File: src/tmr2_regs.svh
`ifndef TMR2_REGS_SVH
`define TMR2_REGS_SVH

// Byte addresses: printed offsets are not all multiples of four, so each is
// kept as an index and the byte address is four times the index.
`define TMR2_IDX_CONTROL 8'hc8
`define TMR2_IDX_CAP_LO 8'hca
`define TMR2_IDX_CAP_HI 8'hcb
`define TMR2_IDX_CNT_LO 8'hcc
`define TMR2_IDX_CNT_HI 8'hcd
`define TMR2_IDX_CLKCTL 8'h8e
`define TMR2_IDX_SERCLK 8'hd0

// Control register fields
`define TMR2_BIT_OVF 7
`define TMR2_BIT_EXF 6
`define TMR2_BIT_RCLK 5
`define TMR2_BIT_TRANSMIT_CLOCK_SELECT 4
`define TMR2_BIT_EXEN 3
`define TMR2_BIT_RUN 2
`define TMR2_BIT_CT 1
`define TMR2_BIT_CPRL 0
// Divider select sits at bit 5 of the clock control register
`define TMR2_BIT_DIVSEL 5
`define TMR2_CLKCTL_MASK 8'h38

`define TMR2_RESET_BYTE 8'h00
`define TMR2_DIV12 4'hb
`define TMR2_DIV2 4'h1

`endif

File: src/tmr2_pkg.sv
package tmr2_pkg;
  typedef enum logic [1:0] {
    TMR2_MODE_OFF = 2'b00,
    TMR2_MODE_CAPTURE = 2'b01,
    TMR2_MODE_RELOAD = 2'b10,
    TMR2_MODE_BAUD = 2'b11
  } tmr2_mode_t;
endpackage

File: src/tmr2_edge.sv
// Synchroniser and falling edge strobe for one pin
module tmr2_edge (
  // Clock and reset
  input wire logic aclk,
  input wire logic aresetn,
  // Pin and strobe
  input wire logic pin,
  output logic fall
);
  logic meta_reg;
  logic sync_reg;
  logic last_reg;

  always_ff @(posedge aclk) begin
    if (!aresetn) begin
      meta_reg <= 1'b1;
      sync_reg <= 1'b1;
      last_reg <= 1'b1;
    end else begin
      meta_reg <= pin;
      sync_reg <= meta_reg;
      last_reg <= sync_reg;
    end
  end

  assign fall = last_reg & ~sync_reg;
endmodule

File: src/tmr2_top.sv
`include "tmr2_regs.svh"
module tmr2_top (
  // Clock and reset
  input wire logic aclk,
  input wire logic aresetn,
  // AXI4-Lite write address
  input wire logic [11:0] s_axi_awaddr,
  input wire logic s_axi_awvalid,
  output logic s_axi_awready,
  // AXI4-Lite write data
  input wire logic [31:0] s_axi_wdata,
  input wire logic [3:0] s_axi_wstrb,
  input wire logic s_axi_wvalid,
  output logic s_axi_wready,
  // AXI4-Lite write response
  output logic [1:0] s_axi_bresp,
  output logic s_axi_bvalid,
  input wire logic s_axi_bready,
  // AXI4-Lite read address
  input wire logic [11:0] s_axi_araddr,
  input wire logic s_axi_arvalid,
  output logic s_axi_arready,
  // AXI4-Lite read data
  output logic [31:0] s_axi_rdata,
  output logic [1:0] s_axi_rresp,
  output logic s_axi_rvalid,
  input wire logic s_axi_rready,
  // Pins
  input wire logic count_input_pin,
  input wire logic trigger_pin,
  // Serial port and core
  input wire logic timer1_overflow,
  output logic rx_shift_clock,
  output logic tx_shift_clock,
  output logic timer2_irq
);
  // ****************************************
  // Address decode
  // ****************************************
  function automatic logic hit(input logic [11:0] a, input logic [7:0] idx);
    hit = (a == {2'b00, idx, 2'b00});
  endfunction

  function automatic logic known(input logic [11:0] a);
    known = hit(a, `TMR2_IDX_CONTROL) | hit(a, `TMR2_IDX_CAP_LO) |
            hit(a, `TMR2_IDX_CAP_HI) | hit(a, `TMR2_IDX_CNT_LO) |
            hit(a, `TMR2_IDX_CNT_HI) | hit(a, `TMR2_IDX_CLKCTL) |
            hit(a, `TMR2_IDX_SERCLK);
  endfunction

  logic [7:0] control_reg;
  logic [7:0] clock_control_reg;
  logic [7:0] count_low_byte_reg;
  logic [7:0] count_high_byte_reg;
  logic [7:0] capture_low_byte_reg;
  logic [7:0] capture_high_byte_reg;
  logic [11:0] awaddr_reg;
  logic [31:0] wdata_reg;
  logic [3:0] wstrb_reg;
  logic aw_held_reg;
  logic w_held_reg;
  logic bvalid_reg;
  logic rvalid_reg;
  logic [31:0] rdata_reg;
  logic [1:0] bresp_reg;
  logic [1:0] rresp_reg;
  logic rx_pulse_reg;
  logic tx_pulse_reg;
  logic [3:0] div_reg;

  // ****************************************
  // AXI4-Lite write path
  // ****************************************
  assign s_axi_awready = !aw_held_reg && !bvalid_reg;
  assign s_axi_wready = !w_held_reg && !bvalid_reg;
  assign s_axi_bvalid = bvalid_reg;
  assign s_axi_bresp = bresp_reg;

  logic wr_go;
  logic wr_lane0;
  assign wr_go = aw_held_reg && w_held_reg && !bvalid_reg;
  assign wr_lane0 = wr_go && wstrb_reg[0];

  always_ff @(posedge aclk) begin
    if (!aresetn) begin
      aw_held_reg <= 1'b0;
      w_held_reg <= 1'b0;
      awaddr_reg <= 12'h000;
      wdata_reg <= 32'h0000_0000;
      wstrb_reg <= 4'h0;
    end else begin
      if (s_axi_awvalid && s_axi_awready) begin
        aw_held_reg <= 1'b1;
        awaddr_reg <= s_axi_awaddr;
      end else if (wr_go) begin
        aw_held_reg <= 1'b0;
      end
      if (s_axi_wvalid && s_axi_wready) begin
        w_held_reg <= 1'b1;
        wdata_reg <= s_axi_wdata;
        wstrb_reg <= s_axi_wstrb;
      end else if (wr_go) begin
        w_held_reg <= 1'b0;
      end
    end
  end

  always_ff @(posedge aclk) begin
    if (!aresetn) begin
      bvalid_reg <= 1'b0;
      bresp_reg <= 2'b00;
    end else if (wr_go) begin
      bvalid_reg <= 1'b1;
      // Unmapped addresses answer with a slave error and store nothing
      bresp_reg <= known(awaddr_reg) ? 2'b00 : 2'b10;
    end else if (s_axi_bready) begin
      bvalid_reg <= 1'b0;
    end
  end

  logic wr_ctl;
  logic wr_cnt_lo;
  logic wr_cnt_hi;
  assign wr_ctl = wr_lane0 && hit(awaddr_reg, `TMR2_IDX_CONTROL);
  assign wr_cnt_lo = wr_lane0 && hit(awaddr_reg, `TMR2_IDX_CNT_LO);
  assign wr_cnt_hi = wr_lane0 && hit(awaddr_reg, `TMR2_IDX_CNT_HI);

  // ****************************************
  // Mode decode and time base
  // ****************************************
  tmr2_pkg::tmr2_mode_t mode;
  always_comb begin
    if (!control_reg[`TMR2_BIT_RUN]) begin
      mode = tmr2_pkg::TMR2_MODE_OFF;
    end else if (control_reg[`TMR2_BIT_RCLK] || control_reg[`TMR2_BIT_TRANSMIT_CLOCK_SELECT]) begin
      mode = tmr2_pkg::TMR2_MODE_BAUD;
    end else if (control_reg[`TMR2_BIT_CPRL]) begin
      mode = tmr2_pkg::TMR2_MODE_CAPTURE;
    end else begin
      mode = tmr2_pkg::TMR2_MODE_RELOAD;
    end
  end

  logic count_fall;
  logic trig_fall;
  tmr2_edge u_count_edge (
    .aclk(aclk),
    .aresetn(aresetn),
    .pin(count_input_pin),
    .fall(count_fall)
  );
  tmr2_edge u_trig_edge (
    .aclk(aclk),
    .aresetn(aresetn),
    .pin(trigger_pin),
    .fall(trig_fall)
  );

  // Divider free-runs so the time base phase does not depend on writes
  logic baud_mode;
  logic [3:0] div_top;
  assign baud_mode = (mode == tmr2_pkg::TMR2_MODE_BAUD);
  assign div_top = baud_mode ? `TMR2_DIV2 : `TMR2_DIV12;

  always_ff @(posedge aclk) begin
    if (!aresetn) begin
      div_reg <= 4'h0;
    end else if (div_reg >= div_top) begin
      div_reg <= 4'h0;
    end else begin
      div_reg <= div_reg + 4'h1;
    end
  end

  logic tick;
  always_comb begin
    if (control_reg[`TMR2_BIT_CT]) begin
      tick = count_fall;
    end else if (baud_mode) begin
      tick = (div_reg == 4'h0);
    end else if (clock_control_reg[`TMR2_BIT_DIVSEL]) begin
      tick = 1'b1;
    end else begin
      tick = (div_reg == 4'h0);
    end
  end

  // ****************************************
  // Counter, capture and reload
  // ****************************************
  logic running;
  logic [15:0] count;
  logic [15:0] reload_val;
  logic ovf;
  logic trig;
  logic do_reload;
  logic do_capture;
  assign running = (mode != tmr2_pkg::TMR2_MODE_OFF);
  assign count = {count_high_byte_reg, count_low_byte_reg};
  assign reload_val = {capture_high_byte_reg, capture_low_byte_reg};
  assign ovf = running && tick && (count == 16'hffff);
  assign trig = running && trig_fall && control_reg[`TMR2_BIT_EXEN];
  assign do_capture = trig && (mode == tmr2_pkg::TMR2_MODE_CAPTURE);
  assign do_reload = (ovf && mode != tmr2_pkg::TMR2_MODE_CAPTURE) ||
                     (trig && mode == tmr2_pkg::TMR2_MODE_RELOAD);

  logic [15:0] count_next;
  always_comb begin
    if (do_reload) begin
      count_next = reload_val;
    end else if (running && tick) begin
      count_next = count + 16'h0001;
    end else begin
      count_next = count;
    end
  end

  always_ff @(posedge aclk) begin
    if (!aresetn) begin
      count_low_byte_reg <= `TMR2_RESET_BYTE;
      count_high_byte_reg <= `TMR2_RESET_BYTE;
    end else begin
      count_low_byte_reg <= wr_cnt_lo ? wdata_reg[7:0] : count_next[7:0];
      count_high_byte_reg <= wr_cnt_hi ? wdata_reg[7:0] : count_next[15:8];
    end
  end

  always_ff @(posedge aclk) begin
    if (!aresetn) begin
      capture_low_byte_reg <= `TMR2_RESET_BYTE;
      capture_high_byte_reg <= `TMR2_RESET_BYTE;
    end else if (wr_lane0 && hit(awaddr_reg, `TMR2_IDX_CAP_LO)) begin
      capture_low_byte_reg <= wdata_reg[7:0];
    end else if (wr_lane0 && hit(awaddr_reg, `TMR2_IDX_CAP_HI)) begin
      capture_high_byte_reg <= wdata_reg[7:0];
    end else if (do_capture) begin
      capture_low_byte_reg <= count_low_byte_reg;
      capture_high_byte_reg <= count_high_byte_reg;
    end
  end

  // ****************************************
  // Control and clock control registers
  // ****************************************
  // A software write replaces the whole byte, flags included
  always_ff @(posedge aclk) begin
    if (!aresetn) begin
      control_reg <= `TMR2_RESET_BYTE;
    end else if (wr_ctl) begin
      control_reg <= wdata_reg[7:0];
    end else begin
      if (ovf && !baud_mode) begin
        control_reg[`TMR2_BIT_OVF] <= 1'b1;
      end
      if (trig) begin
        control_reg[`TMR2_BIT_EXF] <= 1'b1;
      end
    end
  end

  always_ff @(posedge aclk) begin
    if (!aresetn) begin
      clock_control_reg <= `TMR2_RESET_BYTE;
    end else if (wr_lane0 && hit(awaddr_reg, `TMR2_IDX_CLKCTL)) begin
      clock_control_reg <= wdata_reg[7:0] & `TMR2_CLKCTL_MASK;
    end
  end

  // ****************************************
  // Serial clocks and interrupt request
  // ****************************************
  always_ff @(posedge aclk) begin
    if (!aresetn) begin
      rx_pulse_reg <= 1'b0;
      tx_pulse_reg <= 1'b0;
    end else begin
      rx_pulse_reg <= control_reg[`TMR2_BIT_RCLK] ? (ovf && baud_mode) : timer1_overflow;
      tx_pulse_reg <= control_reg[`TMR2_BIT_TRANSMIT_CLOCK_SELECT] ? (ovf && baud_mode) : timer1_overflow;
    end
  end
  assign rx_shift_clock = rx_pulse_reg;
  assign tx_shift_clock = tx_pulse_reg;
  assign timer2_irq = control_reg[`TMR2_BIT_OVF] | control_reg[`TMR2_BIT_EXF];

  // ****************************************
  // AXI4-Lite read path
  // ****************************************
  logic [7:0] rd_byte;
  always_comb begin
    rd_byte = 8'h00;
    if (hit(s_axi_araddr, `TMR2_IDX_CONTROL)) begin
      rd_byte = control_reg;
    end else if (hit(s_axi_araddr, `TMR2_IDX_CAP_LO)) begin
      rd_byte = capture_low_byte_reg;
    end else if (hit(s_axi_araddr, `TMR2_IDX_CAP_HI)) begin
      rd_byte = capture_high_byte_reg;
    end else if (hit(s_axi_araddr, `TMR2_IDX_CNT_LO)) begin
      rd_byte = count_low_byte_reg;
    end else if (hit(s_axi_araddr, `TMR2_IDX_CNT_HI)) begin
      rd_byte = count_high_byte_reg;
    end else if (hit(s_axi_araddr, `TMR2_IDX_CLKCTL)) begin
      rd_byte = clock_control_reg;
    end else if (hit(s_axi_araddr, `TMR2_IDX_SERCLK)) begin
      rd_byte = {6'h00, rx_pulse_reg, tx_pulse_reg};
    end
  end

  assign s_axi_arready = !rvalid_reg;
  assign s_axi_rvalid = rvalid_reg;
  assign s_axi_rdata = rdata_reg;
  assign s_axi_rresp = rresp_reg;

  always_ff @(posedge aclk) begin
    if (!aresetn) begin
      rvalid_reg <= 1'b0;
      rdata_reg <= 32'h0000_0000;
      rresp_reg <= 2'b00;
    end else if (s_axi_arvalid && !rvalid_reg) begin
      rvalid_reg <= 1'b1;
      rdata_reg <= {24'h00_0000, rd_byte};
      rresp_reg <= known(s_axi_araddr) ? 2'b00 : 2'b10;
    end else if (s_axi_rready) begin
      rvalid_reg <= 1'b0;
    end
  end
endmodule

File: config.mk
export PLATFORM = sky130hd
export DESIGN_NAME = tmr2_top
export DESIGN_NICKNAME = d
export VERILOG_FILES = /design/src/tmr2_pkg.sv /design/src/tmr2_edge.sv /design/src/tmr2_top.sv
export VERILOG_INCLUDE_DIRS = /design/src /design/src/src
export SDC_FILE = /design/constraint.sdc
export NUM_CORES = 1
export LEC_CHECK = 0
export ABC_AREA = 1
export BUFFER_PORTS_ARGS = -buffer_cell sky130_fd_sc_hd__buf_2
export CAP_MARGIN = 20
export CELL_PAD_IN_SITES_DETAIL_PLACEMENT = 1
export CELL_PAD_IN_SITES_GLOBAL_PLACEMENT = 1
export CORE_ASPECT_RATIO = 0.8
export CORE_MARGIN = 3
export CORE_UTILIZATION = 30
export CTS_BUF_LIST = sky130_fd_sc_hd__clkbuf_4
export DETAILED_ROUTE_END_ITERATION = 16
export HOLD_SLACK_MARGIN = 0.06
export PLACE_DENSITY_LB_ADDON = 0.3
export RECOVER_POWER = 100
export SLEW_MARGIN = 30
export SYNTH_ARGS = -nofsm -noshare
export SYNTH_HDL_FRONTEND = slang
export SYNTH_SLANG_ARGS = --single-unit
File: constraint.sdc
create_clock -name aclk -period 3.1 [get_ports aclk]
set_input_delay 0.62 -clock aclk [delete_from_list [all_inputs] [get_ports aclk]]
set_output_delay 0.62 -clock aclk [all_outputs]
set_load 0.02 [all_outputs]
==> metrics.yaml <==
status: "finished clean"
initial_core_util_pct: 31.4
worstPathArrival_ns: 2.96
gp_congestion: 0.928
cts_buffers: 9
nets: 905
ant_nets: 0
wire_per_inst_um: 16.9
layout_commonest_cell: "nand2_1"
vias: 5201
fmax_mhz: 396
track_usage_pct: 18.3
synth_seq_area_share_pct: 33.8
post-route-min-period_ns: 2.52
rr_worst_depth: 11
tightest_slew_ns: 1.19
skew_ns: 0.0213
worst_skew_pair.late_latency_ns: 0.47
timing.hold.ws_ns: 0.325
rows: 42
yosys_most_used_dff: "dfxtp_1"
die_width_um: 155
startpoint_type: "flop"
clockRootBuffer: "clkbuf_4"
setup_viol: 0
cts_buffer_depth: 2
hold_violations: 0
hold_depth: 2
synth_cells: 782
yosysWarnings: 0
grt_pass1_vias: 5030
synth-seq-cells: 90
ios: 114
dr.pass1.iters: 5
drive_gt1_share_pct: 12.1
rsz0062_at_grt: "false"
n_antenna_cell: 0
wl_mm: 17.8
setup_tns_ns: 0
drt_drc_violations_left: 0
worst_setup_path_end_kind: "flop"
crit_required_ns: 3.53
design.die.area_um2: 19400
max_slew_margin_pct: 19.7
p_leak_nw: 2.31
hp-class: "input port to flop"
fin_crit_sh_pct: 81.4
grt_overflow: 0
fin_area_um2: 5760
async_flop_share_pct: 0
worstSetupPathType: "flop to flop"
syn_area_um2: 5330
mostFrequentLayoutCells: "nand2_1, nor2_1, dfxtp_1"
synth-edff-count: 0
antenna_found_initial: 0
p_per_area_nw_per_um2: 401
cts_sinks: 90
path_clk_slew_ns: 0.17
place_hpwl_mm: 13.7
critPathMaxFanout: 12
largest_register_ffs: 12
synth_cell_types: 45
drv_cap: 0
portBuffers: 60
via_per_inst: 4.93
fin_util_pct: 33.9
ir_drop_mv: 0.175
placed_cell_area_um2: 5670
cts_tree: "done"
grt_max_degree: 62
holdBufCountCts: 0
area_delta_synth_final_pct: 8.10
die_y_um: 125
drv_slew: 0
drt_iter0_drc: 234
grt_first_pass_wirelength_mm: 28.1
cts_resized: 0
fp.coreArea_um2: 17000
post-cts-setup-buffers: 0
synth.avg_cell_area_um2: 6.81
fill_cells: 2220
cts-htree-levels: 3
[metrics by stage]
stage	power [mW]	setup slack (ns)	cells
global route	2.40	0.325	1055
detailed placement	1.53	0.841	1039
floorplan	1.45	1.32	807
global placement	1.52	0.884	1039
CTS	2.33	0.827	1055
finish	2.31	0.576	1055
[worst max-delay path: stages (launching register included)]
cell	delay, ns
dfxtp_1	0.36
nor2_1	0.15
nand3_1	0.21
nor3_1	0.47
nand2_1	0.28
nor2_4	0.27
inv_2	0.18
nand2_1	0.26
nor2_1	0.07
nor2_1	0.12
o21ai_2	0.07
inv_2	0.05
[area by class of cell]
class / count / area, um2 / area share [%]
clock buffer: 9 / 67.6 / 1.17
clock inverter: 7 / 105 / 1.83
inverter: 82 / 309 / 5.37
multi-input combinational: 583 / 2890 / 50.2
sequential: 90 / 1800 / 31.3
tap: 220 / 275 / 4.78
timing repair buffer: 64 / 307 / 5.32
[cells by family (layout without fill, tap and decap cells)]
group,Yosys count,count (layout),share of synthesized area (%)
AO/OA/AOI/OAI,173,173,17.9
XOR/XNOR,12,12,1.97
adder cells (fa/ha/maj),5,5,1.17
buffers and inverters,134,162,12.5
flip-flops,90,90,33.8
other,1,26,0.0704
AND/OR/NAND/NOR,367,367,32.5
[per-layer routing]
metal / GRT usage (%) / wire length (um) / vias up
li1: - / - / 2614
met1: 28.0 / 9180 / 2443
met2: 26.3 / 7300 / 132
met3: 4.46 / 1210 / 12
met4: 2.75 / 139 / 0
met5: 0 / 0 / -
[path summary, 6_finish.rpt]
check / start / to / slack (ns)
setup reg to reg: awaddr_reg[11] / count_low_byte_reg[5] / 0.58
hold reg to reg: u_count_edge.meta_reg / u_count_edge.sync_reg / 0.43
setup / recovery: awaddr_reg[11] / count_low_byte_reg[5] / 0.58
hold / removal: trigger_pin / u_trig_edge.meta_reg / 0.33
[Yosys cell counts (2+ instances only)]
| library cell | n | share of area [%] |
|---|---|---|
| nor2_2 | 6 | 0.70 |
| or2_2 | 4 | 0.47 |
| o21ai_2 | 8 | 1.3 |
| o21ai_0 | 65 | 6.1 |
| nor3_1 | 14 | 1.3 |
| xor2_1 | 8 | 1.3 |
| a21oi_2 | 4 | 0.66 |
| nor3b_1 | 2 | 0.28 |
| nand3_2 | 4 | 0.75 |
| xnor2_1 | 4 | 0.66 |
| a211o_1 | 2 | 0.33 |
| nand4_1 | 16 | 1.9 |
| buf_2 | 5 | 0.47 |
| clkbuf_1 | 13 | 0.92 |
| buf_4 | 26 | 3.7 |
| buf_6 | 6 | 1.3 |
| a21oi_1 | 73 | 6.9 |
| nor4_1 | 4 | 0.47 |
| dfxtp_1 | 90 | 34 |
| inv_1 | 78 | 5.5 |
| a31oi_1 | 2 | 0.23 |
| nand3_1 | 49 | 4.6 |
| nand2_2 | 7 | 0.82 |
| nand4_4 | 3 | 1.2 |
| o21ai_1 | 12 | 1.1 |
| ha_1 | 5 | 1.2 |
| nand3b_1 | 3 | 0.42 |
| inv_2 | 3 | 0.21 |
| a211oi_1 | 2 | 0.28 |
| nand2_1 | 155 | 11 |
| nor2_1 | 90 | 6.3 |
| nor2_4 | 6 | 1.3 |
[power breakdown]
part | internal [mW] | switching [mW] | total [mW]
Sequential | 1.20 | 0.0497 | 1.25
Combinational | 0.0704 | 0.176 | 0.246
Clock | 0.341 | 0.472 | 0.813
(Power assumes the default switching activity.)
